<file path="config.mk">
export PLATFORM = sky130hd
export DESIGN_NAME = omcs_ctrl_status
export DESIGN_NICKNAME = d
export VERILOG_FILES = /design/src/omcs_pkg.sv /design/src/omcs_fault_latch.sv /design/src/omcs_ctrl_status.sv
export SDC_FILE = /design/constraint.sdc
export NUM_CORES = 1
export LEC_CHECK = 0
export BUFFER_PORTS_ARGS = -buffer_cell sky130_fd_sc_hd__buf_2
export CAP_MARGIN = 40
export CORE_UTILIZATION = 43
export DETAILED_ROUTE_END_ITERATION = 7
export GPL_TIMING_DRIVEN = 1
export PLACE_DENSITY = 0.77
export SYNTH_ARGS = -nofsm -noshare
export SYNTH_HDL_FRONTEND = slang
export SYNTH_SLANG_ARGS = --single-unit
</file>
<file path="constraint.sdc">
create_clock -name i_clock -period 1.03 [get_ports i_clock]
set_clock_uncertainty 0.2 [all_clocks]
set_input_delay 0.103 -clock i_clock [delete_from_list [all_inputs] [get_ports i_clock]]
set_output_delay 0.103 -clock i_clock [all_outputs]
set_load 0.02 [all_outputs]
</file>
<file path="src/omcs_pkg.sv">
// omcs_pkg: constants shared by the optical module control/status logic.
// assumes: byte-wide register port, single 200 MHz clock domain.
package omcs_pkg;

    // ------------------------------------------------------------
    // register offsets
    // ------------------------------------------------------------
    localparam logic [7:0] OMCS_STATUS_CONTROL_OFS = 8'h6E;
    localparam logic [7:0] OMCS_EXTENDED_CONTROL_OFS = 8'h76;

    // ------------------------------------------------------------
    // status_control_byte field positions
    // ------------------------------------------------------------
    localparam int OMCS_SC_TX_OFF_STATE_BIT = 7;
    localparam int OMCS_SC_SOFT_TX_OFF_BIT = 6;
    localparam int OMCS_SC_TX_RATE_STATE_BIT = 5;
    localparam int OMCS_SC_RX_RATE_STATE_BIT = 4;
    localparam int OMCS_SC_SOFT_RX_RATE_BIT = 3;
    localparam int OMCS_SC_FAULT_BIT = 2;
    localparam int OMCS_SC_SIGNAL_LOST_BIT = 1;

    // ------------------------------------------------------------
    // extended_control_byte field positions
    // ------------------------------------------------------------
    localparam int OMCS_EC_SOFT_TX_RATE_BIT = 3;

    // ------------------------------------------------------------
    // reset values and answer to unmapped reads
    // ------------------------------------------------------------
    localparam logic OMCS_SOFT_BIT_RST = 1'h0;
    localparam logic [7:0] OMCS_EXTENDED_CONTROL_RST = 8'h00;
    localparam logic [7:0] OMCS_UNMAPPED_RDATA = 8'h00;

    // ------------------------------------------------------------
    // status_control_byte bits that software may write
    // ------------------------------------------------------------
    localparam logic [7:0] OMCS_SC_WRITABLE_MASK = 8'h48;

endpackage : omcs_pkg

</file>
<file path="src/omcs_fault_latch.sv">
// omcs_fault_latch: sticky laser fault flag.
// assumes: all inputs synchronous to i_clock.
`timescale 1ns/100ps
`default_nettype none

module omcs_fault_latch
    import omcs_pkg::*;
(
    input wire logic i_clock,
    input wire logic i_rst,
    input wire logic i_set,
    input wire logic i_clear_pin,
    output logic o_fault
);

    typedef struct packed {
        logic fault;
        logic pin_prev;
    } omcs_latch_state_t;

    omcs_latch_state_t state_r;
    omcs_latch_state_t state_nxt;

    // ------------------------------------------------------------
    // latch: cleared on a rising edge of the disable pin
    // ------------------------------------------------------------
    always_comb begin
        state_nxt = state_r;
        state_nxt.pin_prev = i_clear_pin;
        // a fault in the clearing cycle wins, so no event is lost
        if (i_set) begin
            state_nxt.fault = 1'h1;
        end else if (i_clear_pin && !state_r.pin_prev) begin
            state_nxt.fault = 1'h0;
        end
    end

    always_ff @(posedge i_clock or posedge i_rst) begin
        if (i_rst) begin
            state_r <= '0;
        end else begin
            state_r <= state_nxt;
        end
    end

    assign o_fault = state_r.fault;

endmodule : omcs_fault_latch

`default_nettype wire

</file>
<file path="src/omcs_ctrl_status.sv">
// omcs_ctrl_status: laser fault, eye safety, rate select, loss of signal
// and the two host-visible control/status bytes.
// assumes: pins synchronous to i_clock; the serial engine outside turns
// host transfers into single-cycle byte reads and writes on the reg port.
`timescale 1ns/100ps
`default_nettype none

// Overview of operation
// - on a laser fault, switch laser off and raise the fault output
// - fault output stays latched until disable pin toggles or power cycles
// - fault condition mirrored in status byte bit 2
// - eye-safety monitor disables transmitter whenever power is unsafe
// - transmit rate select high selects 8.5 Gb/s optical power
// - transmit rate is pin OR soft bit 3 of extended byte
// - transmit rate state reported in status byte bit 5
// - receive rate select high optimises receiver chain for 8.5 Gb/s
// - receive rate is pin OR soft bit 3 of status byte
// - receive rate state reported in status byte bit 4
// - signal-lost output low for adequate input, high when unusable
// - signal-lost condition mirrored in status byte bit 1
// - transmit-off high shuts the optical output, low permits operation
// - transmit disable is pin OR soft bit 6 of status byte
// - transmit disable state reported in status byte bit 7
module omcs_ctrl_status
    import omcs_pkg::*;
(
    input wire logic i_clock,
    input wire logic i_rst,
    input wire logic i_transmit_off_in,
    input wire logic i_tx_rate_select,
    input wire logic i_rx_rate_select,
    input wire logic i_laser_fault_event,
    input wire logic i_tx_power_unsafe,
    input wire logic i_rx_input_unusable,
    input wire logic [7:0] i_reg_addr,
    input wire logic i_reg_wr,
    input wire logic [7:0] i_reg_wdata,
    input wire logic i_reg_rd,
    output logic [7:0] o_reg_rdata,
    output logic o_reg_rvalid,
    output logic o_laser_on,
    output logic o_laser_fault_out,
    output logic o_laser_fault_oe,
    output logic o_laser_fault,
    output logic o_tx_rate_high,
    output logic o_rx_rate_high,
    output logic o_rx_signal_lost
);

    typedef struct packed {
        logic laser_on;
        logic soft_tx_off;
        logic soft_rx_rate;
        logic [7:0] ext_ctrl;
        logic tx_rate;
        logic rx_rate;
        logic signal_lost;
        logic [7:0] rdata;
        logic rvalid;
    } omcs_state_t;

    omcs_state_t state_r;
    omcs_state_t state_nxt;
    logic fault;
    logic fault_trip;
    logic tx_off_eff;
    logic [7:0] status_byte;

    // ------------------------------------------------------------
    // fault latch
    // ------------------------------------------------------------
    // an eye-safety trip is a fault too, so it also needs a disable toggle
    assign fault_trip = i_laser_fault_event | i_tx_power_unsafe;

    omcs_fault_latch u_fault_latch (
        .i_clock(i_clock),
        .i_rst(i_rst),
        .i_set(fault_trip),
        .i_clear_pin(i_transmit_off_in),
        .o_fault(fault)
    );

    // ------------------------------------------------------------
    // status byte assembly
    // ------------------------------------------------------------
    assign tx_off_eff = i_transmit_off_in | state_r.soft_tx_off;

    always_comb begin
        status_byte = 8'h00;
        status_byte[OMCS_SC_TX_OFF_STATE_BIT] = i_transmit_off_in;
        status_byte[OMCS_SC_SOFT_TX_OFF_BIT] = state_r.soft_tx_off;
        status_byte[OMCS_SC_TX_RATE_STATE_BIT] = i_tx_rate_select;
        status_byte[OMCS_SC_RX_RATE_STATE_BIT] = i_rx_rate_select;
        status_byte[OMCS_SC_SOFT_RX_RATE_BIT] = state_r.soft_rx_rate;
        status_byte[OMCS_SC_FAULT_BIT] = fault;
        status_byte[OMCS_SC_SIGNAL_LOST_BIT] = i_rx_input_unusable;
    end

    // ------------------------------------------------------------
    // next state
    // ------------------------------------------------------------
    always_comb begin
        state_nxt = state_r;
        state_nxt.rvalid = 1'h0;
        // laser runs only with no disable, no latched fault, no trip now
        state_nxt.laser_on = !(tx_off_eff || fault
            || fault_trip);
        state_nxt.tx_rate = i_tx_rate_select
            | state_r.ext_ctrl[OMCS_EC_SOFT_TX_RATE_BIT];
        state_nxt.rx_rate = i_rx_rate_select
            | state_r.soft_rx_rate;
        state_nxt.signal_lost = i_rx_input_unusable;
        if (i_reg_wr) begin
            // in the status byte only the soft bits take a write and mirrored bits ignore it; the extended byte takes all eight
            if (i_reg_addr == OMCS_STATUS_CONTROL_OFS) begin
                state_nxt.soft_tx_off
                    = i_reg_wdata[OMCS_SC_SOFT_TX_OFF_BIT];
                state_nxt.soft_rx_rate = i_reg_wdata[OMCS_SC_SOFT_RX_RATE_BIT];
            end else if (i_reg_addr == OMCS_EXTENDED_CONTROL_OFS) begin
                state_nxt.ext_ctrl = i_reg_wdata;
            end
        end
        if (i_reg_rd) begin
            state_nxt.rvalid = 1'h1;
            if (i_reg_addr == OMCS_STATUS_CONTROL_OFS) begin
                state_nxt.rdata = status_byte;
            end else if (i_reg_addr == OMCS_EXTENDED_CONTROL_OFS) begin
                state_nxt.rdata = state_r.ext_ctrl;
            end else begin
                state_nxt.rdata = OMCS_UNMAPPED_RDATA;
            end
        end
    end

    always_ff @(posedge i_clock or posedge i_rst) begin
        if (i_rst) begin
            state_r <= '0;
            state_r.soft_tx_off <= OMCS_SOFT_BIT_RST;
            state_r.soft_rx_rate <= OMCS_SOFT_BIT_RST;
            state_r.ext_ctrl <= OMCS_EXTENDED_CONTROL_RST;
        end else begin
            state_r <= state_nxt;
        end
    end

    // ------------------------------------------------------------
    // outputs
    // ------------------------------------------------------------
    assign o_reg_rdata = state_r.rdata;
    assign o_reg_rvalid = state_r.rvalid;
    assign o_laser_on = state_r.laser_on;
    assign o_tx_rate_high = state_r.tx_rate;
    assign o_rx_rate_high = state_r.rx_rate;
    assign o_rx_signal_lost = state_r.signal_lost;
    assign o_laser_fault = fault;
    // open drain: pull low while healthy, release so the pull-up shows high
    assign o_laser_fault_out = 1'h0;
    assign o_laser_fault_oe = !fault;

    // ------------------------------------------------------------
    // assertions
    // ------------------------------------------------------------
    property p_fault_raises;
        @(posedge i_clock) disable iff (i_rst)
        i_laser_fault_event |=> (o_laser_fault && !o_laser_on
            && !o_laser_fault_oe);
    endproperty
    a_fault_raises: assert property (p_fault_raises)
        else $error("laser fault did not raise fault and stop laser");

    property p_fault_holds;
        @(posedge i_clock) disable iff (i_rst)
        (o_laser_fault && !(i_transmit_off_in && !$past(i_transmit_off_in)))
            |=> o_laser_fault;
    endproperty
    a_fault_holds: assert property (p_fault_holds)
        else $error("fault cleared without disable toggle");

    property p_fault_clears;
        @(posedge i_clock) disable iff (i_rst)
        ($rose(i_transmit_off_in) && !fault_trip) |=> !o_laser_fault;
    endproperty
    a_fault_clears: assert property (p_fault_clears)
        else $error("disable toggle did not clear fault");

    property p_status_read;
        @(posedge i_clock) disable iff (i_rst)
        (i_reg_rd && i_reg_addr == OMCS_STATUS_CONTROL_OFS) |=>
            (o_reg_rvalid
            && o_reg_rdata[OMCS_SC_FAULT_BIT] == $past(fault)
            && o_reg_rdata[OMCS_SC_SIGNAL_LOST_BIT]
                == $past(i_rx_input_unusable)
            && o_reg_rdata[OMCS_SC_TX_OFF_STATE_BIT]
                == $past(i_transmit_off_in)
            && o_reg_rdata[OMCS_SC_TX_RATE_STATE_BIT]
                == $past(i_tx_rate_select)
            && o_reg_rdata[OMCS_SC_RX_RATE_STATE_BIT]
                == $past(i_rx_rate_select));
    endproperty
    a_status_read: assert property (p_status_read)
        else $error("status byte does not mirror pin and fault state");

    property p_off_state;
        @(posedge i_clock) disable iff (i_rst)
        (i_reg_rd && i_reg_addr == OMCS_STATUS_CONTROL_OFS) |=>
            (o_reg_rdata[OMCS_SC_TX_OFF_STATE_BIT] == $past(i_transmit_off_in)
            && o_reg_rdata[OMCS_SC_SOFT_TX_OFF_BIT]
                == $past(state_r.soft_tx_off));
    endproperty
    a_off_state: assert property (p_off_state)
        else $error("status byte disable bits do not match disable state");

    property p_unsafe_off;
        @(posedge i_clock) disable iff (i_rst)
        i_tx_power_unsafe |=> !o_laser_on;
    endproperty
    a_unsafe_off: assert property (p_unsafe_off)
        else $error("laser left on under unsafe power");

    property p_tx_rate;
        @(posedge i_clock) disable iff (i_rst)
        i_tx_rate_select |=> o_tx_rate_high;
    endproperty
    a_tx_rate: assert property (p_tx_rate)
        else $error("tx rate pin high but rate output low");

    property p_soft_tx_rate;
        @(posedge i_clock) disable iff (i_rst)
        (i_reg_wr && i_reg_addr == OMCS_EXTENDED_CONTROL_OFS
            && i_reg_wdata[OMCS_EC_SOFT_TX_RATE_BIT]) ##1 !i_reg_wr
            |=> o_tx_rate_high;
    endproperty
    a_soft_tx_rate: assert property (p_soft_tx_rate)
        else $error("soft tx rate bit ignored");

    property p_rx_rate;
        @(posedge i_clock) disable iff (i_rst)
        ##1 (o_rx_rate_high
            == $past(i_rx_rate_select | state_r.soft_rx_rate));
    endproperty
    a_rx_rate: assert property (p_rx_rate)
        else $error("rx rate is not pin or soft bit");

    property p_signal_lost;
        @(posedge i_clock) disable iff (i_rst)
        ##1 (o_rx_signal_lost == $past(i_rx_input_unusable));
    endproperty
    a_signal_lost: assert property (p_signal_lost)
        else $error("signal-lost output wrong");

    property p_tx_off;
        @(posedge i_clock) disable iff (i_rst)
        (i_transmit_off_in || state_r.soft_tx_off) |=> !o_laser_on;
    endproperty
    a_tx_off: assert property (p_tx_off)
        else $error("laser on while transmit disabled");

    property p_ro_bits;
        @(posedge i_clock) disable iff (i_rst)
        (i_reg_wr && i_reg_addr == OMCS_STATUS_CONTROL_OFS) |=>
            (fault == $past(fault) || $past(fault_trip)
            || $past(i_transmit_off_in));
    endproperty
    a_ro_bits: assert property (p_ro_bits)
        else $error("write to status byte changed the fault flag");

    c_fault_cleared: cover property (@(posedge i_clock) disable iff (i_rst)
        o_laser_fault ##[1:20] !o_laser_fault);
    c_soft_off: cover property (@(posedge i_clock) disable iff (i_rst)
        state_r.soft_tx_off && !i_transmit_off_in);
    c_rx_soft_rate: cover property (@(posedge i_clock) disable iff (i_rst)
        o_rx_rate_high && !i_rx_rate_select);
    c_unmapped_read: cover property (@(posedge i_clock) disable iff (i_rst)
        i_reg_rd && i_reg_addr != OMCS_STATUS_CONTROL_OFS
        && i_reg_addr != OMCS_EXTENDED_CONTROL_OFS);

endmodule : omcs_ctrl_status

`default_nettype wire

</file>
Yosys cells after proc, flatten, opt, wreduce, memory -nomap -nowiden

Cells that the tools add are included.

Equality and inequality tests: 2
Muxes and demuxes: 5
Bitwise logic cells: 5
Reduce and logical (&&, ||, !) cells: 9

Operators by type and width:

| kind                 | number |
|---|---|
| $eq A8 B7 Y1 const B | 2 |
| $mux W8              | 2 |
| $or A1 B1 Y1         | 4 |
| $logic_not A1 Y1     | 3 |
| $mux W1              | 3 |
| $reduce_and A3 Y1    | 1 |
| $logic_or A1 B1 Y1   | 2 |
| $reduce_and A2 Y1    | 1 |
| $reduce_bool A2 Y1   | 1 |
| $logic_and A1 B1 Y1  | 1 |
| $not A1 Y1           | 1 |

Register bits: 25
Bits of input ports: 26
Output and inout port bits: 16
Word-level logic and storage cells: 32

Longest topological paths before layout

Gate-level depths: netlist of the first run.

Depth in word-level cells: 4
Gate-level depth with buffers: 5
Depth with buffers taken out: 3

Cells and area by module

A second synthesis of the first run with hierarchy kept.

Cells, all modules: 89
Area, all modules: 1,089.8 um2

Modules (own cells, without submodules):

| module           | times used | cells each | area each (um2) | seq. area each (um2) |
|---|---|---|---|---|
| omcs_ctrl_status | 1          | 84         | 1,022.2         | 575.6 |
| omcs_fault_latch | 1          | 5          | 67.6            | 50.0 |

Least setup slack after synthesis of the first run

No wires, ideal clock.

Path type: input -> register
Start point: input port i_reg_addr[0]
End point: register state_r[12] (netlist name)
Arrival time: 1,014 ps
Setup slack: -309 ps
Stages: 4
Path buffers: 1
Cells stage by stage: and4b_1 -> and4_4 -> buf_6 -> mux2_4

Word-level cells in the longest chain between the ends: 3
Elaborated cells on any way between the ends: 4
Those cells by class: eq/ne: 2; bitwise: 1; reduce/logical: 1

RTL lines:

| what                          | RTL line                | RTL |
|---|---|---|
| start, declared               | omcs_ctrl_status.sv:35  | `input wire logic [7:0] i_reg_addr,` |
| $eq A8 B7 Y1                  | omcs_ctrl_status.sv:115 | `if (i_reg_addr == OMCS_STATUS_CONTROL_OFS) begin` |
| $not A1 Y1 (no line)          | n/a                     |  |
| $reduce_and A3 Y1 (no line) * | n/a                     |  |
| end signal, assigned          | omcs_ctrl_status.sv:142 | `state_r <= state_nxt;` |
| end, declared                 | omcs_ctrl_status.sv:62  | `omcs_state_t state_r;` |

Every way passes the cells marked *; elsewhere a longest branch is shown, timed or not.
A chain may end at the register's enable or synchronous reset.

Worst setup path after layout of the first run

Start point: register u_fault_latch.state_r (netlist bit u_fault_latch.o_fault)
End point: output port o_laser_fault_oe

Word-level cells in the longest chain between the ends: 1

RTL lines:

| what                   | RTL line                | RTL |
|---|---|---|
| start, declared        | omcs_fault_latch.sv:21  | `omcs_latch_state_t state_r;` |
| start signal, assigned | omcs_fault_latch.sv:42  | `state_r <= state_nxt;` |
| $logic_not A1 Y1       | omcs_ctrl_status.sv:158 | `assign o_laser_fault_oe = !fault;` |
| end, declared          | omcs_ctrl_status.sv:43  | `output logic o_laser_fault_oe,` |

No other way between the ends.

==> results of run 1 <==
[how the worst max path moves through the flow]
stage	to	slack, ns	cells past startpoint
2_1_floorplan	state_r[12]$_DFFE_PP0P_	-0.29	4
3_3_place_gp	state_r[16]$_DFFE_PP0P_	-0.36	4
4_1_cts	o_laser_fault_oe	-0.18	2
5_1_grt	o_reg_rdata[2]$_DFFE_PP0P_	-0.25	3
6_report	o_laser_fault_oe	-0.19	2
3_5_place_dp	state_r[15]$_DFFE_PP0P_	-0.39	4
[cells by family after synthesis]
group,count (synthesis),share of synthesized area
AO/OA/AOI/OAI,16,0.1056
other,1,0.003330
buffers and inverters,16,0.09999
multiplexers,10,0.1267
AND/OR/NAND/NOR,20,0.1089
flip-flops,25,0.5556
[where the power goes]
| part | switching [W] | internal (W) |
|---|---|---|
| Sequential | 0.0000255 | 0.00101 |
| Combinational | 0.000122 | 0.000168 |
| Clock | 0.000268 | 0.000151 |
| Total | 0.000415 | 0.00133 |
[tightest hold or removal path, stage by stage]
cell and delay, ns:
buf_2 0.11, a22oi_2 0.15, o31ai_1 0.08
[metal layers]
layer  vias to the layer above  track usage  share of wire
met1                       425       0.2224           0.40
met4                         0       0.1053          0.016
met5                         -            0              0
met2                        29       0.3713           0.55
li1                        420            -              -
met3                         4      0.03161          0.030
[layout make-up]
cell class	count	area, um2
fillers	170	738.2
clock buffers	4	26.28
well taps	30	37.54
repair buffers	70	563.0
inverters	3	11.26
multi-input cells	47	473.0
flip-flops and latches	25	628.1
[per-stage QoR]
| step | worst slack [ns] | setup TNS, ns |
|---|---|---|
| 3_5_place_dp | -0.3895 | -6.071 |
| 4_1_cts | -0.1845 | -2.493 |
| 5_1_grt | -0.2532 | -3.410 |
| 3_3_place_gp | -0.3579 | -5.506 |
| 2_1_floorplan | -0.2910 | -2.668 |
| 6_report | -0.1884 | -2.599 |
[timing repair]
action | CTS | global route
pin swaps | 2 | 1
hold buffers | 14 | 1
hold endpoints to repair | 46 | 3
setup endpoints to repair | 28 | 35
resized for setup | 34 | 15
gates cloned | 0 | 0
setup buffers | 6 | 4
[cells in the final DEF (no fill, tap or decap), drive strengths merged]
cell type | Yosys | final
a22oi | 7 | 7
and2b | 1 | 1
and4 | 1 | 1
and4b | 1 | 1
buf | 13 | 55
clkbuf | 0 | 4
conb | 1 | 1
dfrtp | 25 | 25
dlygate4sd3 | 0 | 14
dlymetal6s4s | 0 | 1
inv | 3 | 3
mux2 | 10 | 10
nand2 | 8 | 8
nand3 | 1 | 1
nand4 | 1 | 1
nor2 | 1 | 1
nor2b | 3 | 3
nor4b | 1 | 1
o21ai | 1 | 1
o2bb2ai | 1 | 1
o31ai | 7 | 7
or2 | 2 | 2
==> out/metrics.yaml, run 1 <==
status:
  status: "finished with violations"
  violations: "negative hold slack, negative setup slack"
clock_network:
  clk_path_buf_depth: 2
  clock_latency_ns: 0.30
  clk_pin_slew_ns: 0.13
  htree_levels: 1
  cts_sinks: 25
  cts_tree: "built"
  cts_root_buf: "clkbuf_4"
  cts_made_buffers: 3
placed_design:
  dp_cells: 152
  place_area_um2: 1324
  port_buffers: 40
  place_congestion: 0.7412
  dpl.hpwl_um: 1686
setup_path:
  end_kind: "primary output"
  rr_endpoint: "o_reg_rdata[2]$_DFFE_PP0P_"
  setup.worst_path.start_class: "flip-flop"
  cp.arrival_ns: 0.92
  crit_path_start: "u_fault_latch.o_fault$_DFFE_PP0P_"
  slowest_stage: "dfrtp_2"
  critPathMaxStageDelay_ns: 0.44
  critPathBufInv: 2
  cp_cell_sequence: "inv_2, buf_6"
  rrSetupSlack_ns: -0.18
  cp_data_required_time_ns: 0.73
  worstRegToRegCells: 3
  crit_fanout: 3
  path_delay_family: "flip-flops"
  path_class: "reg -> out"
  r2r_start: "u_fault_latch.o_fault$_DFFE_PP0P_"
yosys:
  synth_enable_flop_cells: 0
  syn_area_um2: 1126
  synthesis.area_per_instance_um2: 12.80
  synthTopCellsByArea: "dfrtp_1 56%, mux2_4 11%, buf_4 6.7%"
  postSynthCellCount: 88
  synth_largest_area_cell: "dfrtp_1"
  synthFlopType: "dfrtp_1"
  syn_nets: 114
  synth_warnings: 0
  synth_cell_types: 23
  ys_ff_latch: 25
  synth.most_common_cell: "dfrtp_1"
  yosysSeqAreaShare: 0.5556
  synth_top_area_share: 0.5556
  async_flop_share: 1.000
  synth_common_cells: "25 x dfrtp_1, 10 x buf_4, 8 x mux2_4, 8 x nand2_1"
final_layout:
  layout.nets: 176
  synthToLayoutAreaGrowth_pct: 54.44
  drive_gt1_frac: 0.6040
  top_register: "state_r"
  instances_no_fill: 179
  design_area_um2: 1739
  n_antenna_cell: 0
  postLayoutCoreUtil: 0.7020
  largest_reg_flops: 10
worst_hold_path:
  hold_start: "i_transmit_off_in"
  min_to: "o_reg_rdata[7]$_DFFE_PP0P_"
  hp-class: "in -> reg"
  min_path_cells: 3
grt:
  grt_pass1_vias: 880
  grt_pass1_wl_um: 3939
  overflow: 0
  antenna_found_initial: 0
  grt_start_max_net_pins: 16
  track_usage: 0.2029
drt:
  drt_wl_total_um: 2584
  final_antenna_net_count: 0
  vias: 878
  via_per_inst: 4.905
  firstDrtPassIters: 4
  drcViolationCount: 0
  drt-wirelength-per-cell_um: 14.44
  drtIter0Drc: 10
floorplan:
  fp.dieH_um: 53.18
  core-area_um2: 2477
  io_pins: 42
  rows: 18
  dieArea_um2: 2828
  initial_core_util: 0.4545
  die_x_um: 53.18
timing:
  setup_viol: 31
  hold_viol: 1
  max_freq_mhz: 820.8
  worstMarginPinSlew_ns: 0.5127
  rsz0062_at_grt: "true"
  slew_viol_final: 0
  whs_ns: -0.02375
  finalWorstSetupSlack_ns: -0.1884
  fin_crit_sh: 1.183
  fin_crit_ns: 1.218
  relSlewSlack: 0.6578
pwr:
  peakVddDrop_uv: 660.6
  leakage_nw: 0.8483
  fin_total_pwr_w: 0.001747
  p_per_area_nw_per_um2: 1004
job:
  maxCapViolations: 0
(Power assumes the default switching activity.)
==> run 2, diff against run 1 <==
==> constraint.sdc (replaced) <==
create_clock -name i_clock -period 1.03 [get_ports i_clock]
set_clock_uncertainty 0.2 [all_clocks]
set_input_delay 0.0515 -clock i_clock [delete_from_list [all_inputs] [get_ports i_clock]]
set_output_delay 0.0515 -clock i_clock [all_outputs]
set_load 0.02 [all_outputs]
==> run 2 against run 1 <==
Against the previous run: the run ends with negative setup slack left; final cell count up 0.56%; first-iteration DRC count is 140% higher; flip-flop and latch count did not move; register-to-register slack better by 0.02 ns; worst hold slack better by 0.090 ns; setup slack better by 0.031 ns; final area shrank 1.4%; wire length grew 1.4%; sequential share of layout area increased by 0.50 points; die area stayed put; sequential power about the same; critical path type is now reg -> reg.
==> out/metrics.yaml, run 2 (synthesis gave the netlist of run 1 again) <==
timing:
  slew_viol_final: 0  # unchanged
  fin_crit_ns: 1.187  # -0.03093 ns
  setup_viol: 23  # -26%
  relSlewSlack: 0.6560  # -0.001805
  fin_setup_tns_ns: -1.413  # +1.186 ns
  hold_viol: 0  # -1
  worstMarginPinSlew_ns: 0.5154  # +0.002704 ns
  fin_crit_sh: 1.153  # -0.03003
  finalWorstSetupSlack_ns: -0.1575  # +0.03093 ns
  max_freq_mhz: 842.1  # +2.6%
  rsz0062_at_grt: "true"
status:
  status: "finished with violations"
  violations: "negative setup slack"
final_layout:
  drive_gt1_frac: 0.5733  # -0.03069
  instances_no_fill: 180  # +0.56%
  synthToLayoutAreaGrowth_pct: 52.33
  n_antenna_cell: 0  # unchanged
  largest_reg_flops: 10  # unchanged
  top_register: "state_r"
  layout_commonest_cell: "buf_2"
  layout.nets: 177  # +0.57%
  final_cell_mix: "26 x buf_2, 23 x dfrtp_1, 15 x dlygate4sd3_1, 15 x buf_6, 15 x buf_4"
floorplan:
  core-area_um2: 2477  # unchanged
  die_x_um: 53.18  # unchanged
  io_pins: 42  # unchanged
  dieArea_um2: 2828  # unchanged
  initial_core_util: 0.4545  # unchanged
  fp.dieH_um: 53.18  # unchanged
  rows: 18  # unchanged
pwr:
  leakage_nw: 0.8389  # -1.1%
  fin_total_pwr_w: 0.001733  # -0.81%
  p_per_area_nw_per_um2: 1010  # +0.56%
  peakVddDrop_uv: 602.1  # -8.9%
grt:
  grt_pass1_vias: 852  # -3.2%
  track_usage: 0.1853  # -0.01761
  overflow: 0  # unchanged
  busiest_layer: "met2"
  met3_usage: 0.03161  # unchanged
  antenna_found_initial: 0  # unchanged
  met1_usage: 0.2118  # -0.01064
  grt_start_max_net_pins: 16  # unchanged
  use_met2: 0.3228  # -0.04852
  grt_pass1_wl_um: 3622  # -8.0%
drt:
  drt_wl_total_um: 2621  # +1.4%
  drtIter0Drc: 24  # +14
  drcViolationCount: 0  # unchanged
  vias: 876  # -0.23%
  drt-wirelength-per-cell_um: 14.56  # +0.87%
  firstDrtPassIters: 4  # unchanged
  final_antenna_net_count: 0  # unchanged
  via_per_inst: 4.867  # -0.78%
setup_path:
  cp_cell_sequence: "buf_4, a22oi_2, o31ai_1"
  cp.arrival_ns: 1.17  # +0.25 ns
  cp_data_required_time_ns: 1.01  # +0.28 ns
  end_kind: "flip-flop"
  setup.worst_path.start_class: "flip-flop"
  r2r_start: "u_fault_latch.o_fault$_DFFE_PP0P_"
  worstRegToRegCells: 3  # unchanged
  slowest_stage: "dfrtp_2"
  rrSetupSlack_ns: -0.16  # +0.02 ns
  critPathMaxStageDelay_ns: 0.45  # about the same
  crit_fanout: 4  # +1
  rr_endpoint: "o_reg_rdata[2]$_DFFE_PP0P_"
  path_class: "reg -> reg"
worst_hold_path:
  hold_start: "i_reg_addr[3]"
  hp-class: "in -> reg"
  min_to: "o_reg_rdata[0]$_DFFE_PP0P_"
  min_path_cells: 5  # +2
placed_design:
  port_buffers: 40  # unchanged
  dpl.hpwl_um: 1686  # unchanged
  dp_cells: 152  # unchanged
  place_congestion: 0.7413  # about the same
job:
  maxCapViolations: 0  # unchanged
clock_network:
  cts_made_buffers: 3  # unchanged
  clock_latency_ns: 0.30  # about the same
  cts_sinks: 25  # unchanged
  htree_levels: 1  # unchanged
  cts_tree: "built"
  clk_path_buf_depth: 2  # unchanged
  cts_root_buf: "clkbuf_4"
  clk_pin_slew_ns: 0.12  # about the same
## run 2: cell types whose count changed in the layout (fill, tap and decap cells not counted)
| cell | change |
|---|---|
| buf_4 | +1 |
| buf_6 | -1 |
| a22oi_1 | +3 |
| a22oi_2 | -3 |
| or2_2 | +1 |
| dlygate4sd3_1 | +1 |
| dlymetal6s4s_1 | -1 |
| buf_2 | +1 |
| nand2_2 | -2 |
| or2_4 | -1 |
| nand2_1 | +2 |
## run 2: per-layer routing
metal  up-vias  part of all wire
met1       413              0.40
met2        36              0.55
li1        423                 -
met3         4             0.037
met4         0             0.014
met5         -                 0
## run 2: layout make-up
cell class              instances  area, um2
well taps                      30      37.54
inverters                       3      11.26
fillers                       172      762.0
multi-input cells              47      450.4
flip-flops and latches         25      628.1
repair buffers                 71      561.8
clock buffers                   4      26.28
## run 2: worst max-delay path by stage
stage	slack (ns)	startpoint	cells after the start	endpoint
4_1_cts	-0.15	u_fault_latch.o_fault$_DFFE_PP0P_	2	o_laser_fault_oe
2_1_floorplan	-0.24	i_reg_addr[0]	4	state_r[12]$_DFFE_PP0P_
3_5_place_dp	-0.34	i_reg_addr[0]	4	state_r[15]$_DFFE_PP0P_
3_3_place_gp	-0.31	i_reg_addr[0]	4	state_r[16]$_DFFE_PP0P_
5_1_grt	-0.20	u_fault_latch.o_fault$_DFFE_PP0P_	2	o_laser_fault_oe
6_report	-0.16	u_fault_latch.o_fault$_DFFE_PP0P_	3	o_reg_rdata[2]$_DFFE_PP0P_
## run 2: critical path, delay by kind of cell (launching register included)
family / cells / cell delay [ns]
flip-flops: 1 / 0.45
AO/OA/AOI/OAI: 2 / 0.27
buffers and inverters: 1 / 0.14
## run 2: repair_timing
item / in CTS / in global routing
pin swaps: 0 / 4
buffers inserted: 5 / 4
gates resized for setup: 30 / 11
hold buffers: 15 / 0
endpoints found under the hold margin: 47 / 0
setup endpoints to repair: 18 / 23
## run 2: through the flow
stage | area (um2) | util | setup WS (ns) | hold WS (ns)
after CTS | 1633 | 0.6591 | -0.1524 | -0.009583
after global routing | 1715 | 0.6924 | -0.2003 | 0.07170
after floorplan | 1142 | - | -0.2395 | -0.1213
after global placement | 1324 | 0.5343 | -0.3064 | -0.1331
final | 1715 | 0.6924 | -0.1575 | 0.06593
after detailed placement | 1324 | 0.5343 | -0.3380 | -0.1348
## run 2: report_power, final
part	internal [W]	total, W	switching, W
sequential	0.00101	0.00104	0.0000252
clock	0.000151	0.000415	0.000264
combinational	0.000162	0.000280	0.000118
==> run 3, diff against run 2 <==
- CORE_ASPECT_RATIO: unset -> 1.2
- RECOVER_POWER: unset -> 50
==> run 3 against run 2 <==
Against the previous run: count of clock-buffer cells in the layout shrank 1; largest cell class unchanged; first-iteration DRC count shrank 38%; sequential power about the same; setup slack lost 0.0012 ns; critical path depth decreased by 1; the run ends with negative hold slack, negative setup slack left; final area decreased by 2.8%; critical path type is now reg -> out.
==> out/metrics.yaml, run 3 (synthesis gave the netlist of run 1 again) <==
placed_design:
  dpl.hpwl_um: 1685  # about the same
  place_congestion: 0.7131  # -3.8%
  port_buffers: 40  # unchanged
  dp_cells: 153  # +0.66%
  place_area_um2: 1338  # +1.0%
setup_path:
  cp_data_required_time_ns: 0.78  # -0.23 ns
  cp_cell_sequence: "inv_2, buf_6"
  setup.worst_path.start_class: "flip-flop"
  end_kind: "primary output"
  path_class: "reg -> out"
  crit_fanout: 4  # unchanged
  slowest_stage: "dfrtp_2"
  critPathMaxStageDelay_ns: 0.45  # about the same
  cp.arrival_ns: 0.94  # -0.23 ns
status:
  status: "finished with violations"
  violations: "negative hold slack, negative setup slack"
clock_network:
  cts_sinks: 25  # unchanged
  htree_levels: 1  # unchanged
  clk_pin_slew_ns: 0.13  # about the same
  cts_made_buffers: 3  # unchanged
  cts_tree: "built"
  clk_path_buf_depth: 2  # unchanged
  cts_root_buf: "clkbuf_4"
  clock_latency_ns: 0.31  # about the same
pwr:
  pwr-share-seq: 0.596  # -0.003
  p_int_w: 0.001319  # -0.48%
  p_per_area_nw_per_um2: 1041  # +3.0%
  swShare: 0.2400  # +0.004984
  leakage_nw: 0.8258  # -1.6%
  switching_power_w: 0.0004165  # +2.3%
  power.clock.fraction: 0.244  # +0.005
  comb_power_share: 0.160  # -0.002
  peakVddDrop_uv: 694.5  # +15%
drt:
  via_per_inst: 4.989  # +2.5%
  drt-wirelength-per-cell_um: 14.16  # -2.7%
  final_antenna_net_count: 0  # unchanged
  drcViolationCount: 0  # unchanged
  vias: 878  # +0.23%
  drtIter0Drc: 15  # -38%
  firstDrtPassIters: 4  # unchanged
  drt_wl_total_um: 2493  # -4.9%
final_layout:
  largest_reg_flops: 10  # unchanged
  top_register: "state_r"
  final_cell_mix: "24 x dfrtp_1, 23 x buf_2, 15 x buf_6"
  layout.nets: 172  # -2.8%
  layout_commonest_cell: "dfrtp_1"
  instances_no_fill: 176  # -2.2%
  postLayoutCoreUtil: 0.7016  # +0.009155
  design_area_um2: 1668  # -2.8%
  fill_cells: 169  # -1.7%
  drive_gt1_frac: 0.5310  # -0.04230
  n_antenna_cell: 0  # unchanged
  synthToLayoutAreaGrowth_pct: 48.11
grt:
  grt_pass1_wl_um: 4160  # +15%
  track_usage: 0.1978  # +0.01252
  antenna_found_initial: 0  # unchanged
  overflow: 0  # unchanged
  grt_start_max_net_pins: 16  # unchanged
  grt_pass1_vias: 945  # +11%
timing:
  fin_crit_sh: 1.154  # about the same
  fin_crit_ns: 1.189  # +0.001178 ns
  slew_viol_final: 0  # unchanged
  finalWorstSetupSlack_ns: -0.1586  # -0.001178 ns
  max_freq_mhz: 841.3  # about the same
  setup_viol: 19  # -17%
  whs_ns: -0.3133  # -0.3792 ns
  fin_setup_tns_ns: -1.399  # +0.01340 ns
  rsz0062_at_grt: "true"
  hold_viol: 9  # +9
job:
  maxCapViolations: 0  # unchanged
floorplan:
  io_pins: 42  # unchanged
  fp.dieH_um: 58.06  # +9.2%
  core-area_um2: 2377  # -4.0%
  dieArea_um2: 2828  # about the same
  die_x_um: 48.72  # -8.4%
  rows: 19  # +1
  initial_core_util: 0.4737  # +0.01914
worst_hold_path:
  hp-class: "in -> reg"
-- run 3: power groups by stage --
stage / logic (W) / registers [W] / clock network [W]
global route: 0.000301 / 0.00104 / 0.000468
floorplan: 0.000104 / 0.00106 / 0
CTS: 0.000268 / 0.00103 / 0.000432
global placement: 0.000202 / 0.00105 / 0
detailed placement: 0.000209 / 0.00105 / 0
finish: 0.000277 / 0.00103 / 0.000424
-- run 3: cell type report --
type | count | area [um2] | share of cell area
Clock buffer | 3 | 22.52 | 0.01350
Sequential cell | 25 | 626.9 | 0.3758
Inverter | 3 | 11.26 | 0.006752
Clock inverter | 1 | 5.005 | 0.003001
Timing Repair Buffer | 66 | 538.0 | 0.3226
Multi-Input combinational cell | 47 | 425.4 | 0.2551
Tap cell | 31 | 38.79 | 0.02326
-- run 3: worst max-delay path: cells and delay by family, from the launching register on --
kind / cells / cell delay (ns)
DFF: 1 / 0.45
buffers and inverters: 2 / 0.18
-- run 3: final timing paths --
check / from / end / slack (ns) / cells past startpoint
setup / recovery: u_fault_latch.o_fault$_DFFE_PP0P_ / o_laser_fault_oe / -0.16 / 2
max in group asynchronous: i_rst / u_fault_latch.o_fault$_DFFE_PP0P_ / 0.25 / 4
hold reg to reg: state_r[21]$_DFFE_PP0P_ / o_laser_on$_DFF_PP0_ / 0.30 / 1
min in group asynchronous: i_rst / o_reg_rdata[6]$_DFFE_PP0P_ / 0.11 / 4
hold / removal: i_reg_rd / o_reg_rvalid$_DFF_PP0_ / -0.31 / 1
setup reg to reg: u_fault_latch.o_fault$_DFFE_PP0P_ / o_reg_rdata[2]$_DFFE_PP0P_ / -0.03 / 2
-- run 3: per-stage QoR --
stage                     power (W)  setup slack (ns)
after global routing       0.001806           -0.2064
after floorplan            0.001160           -0.2395
final                      0.001736           -0.1586
after global placement     0.001249           -0.3089
after CTS                  0.001732           -0.1566
after detailed placement   0.001257           -0.3613
-- run 3: repair_timing --
action / 4_1_cts / 5_1_grt
pin swaps: 0 / 2
setup endpoints to repair: 26 / 28
endpoints found under the hold margin: 49 / 8
hold buffers: 14 / 1
gates resized for setup: 30 / 8
buffers inserted: 4 / 1
-- run 3: per-layer routing --
| layer | up-vias | global-route usage | wire (um) |
|---|---|---|---|
| met3 | 6 | 0.01050 | 66 |
| met5 | - | 0 | 0 |
| met1 | 430 | 0.2199 | 942 |
| li1 | 415 | - | - |
| met2 | 27 | 0.3730 | 1422 |
| met4 | 0 | 0.1176 | 62 |
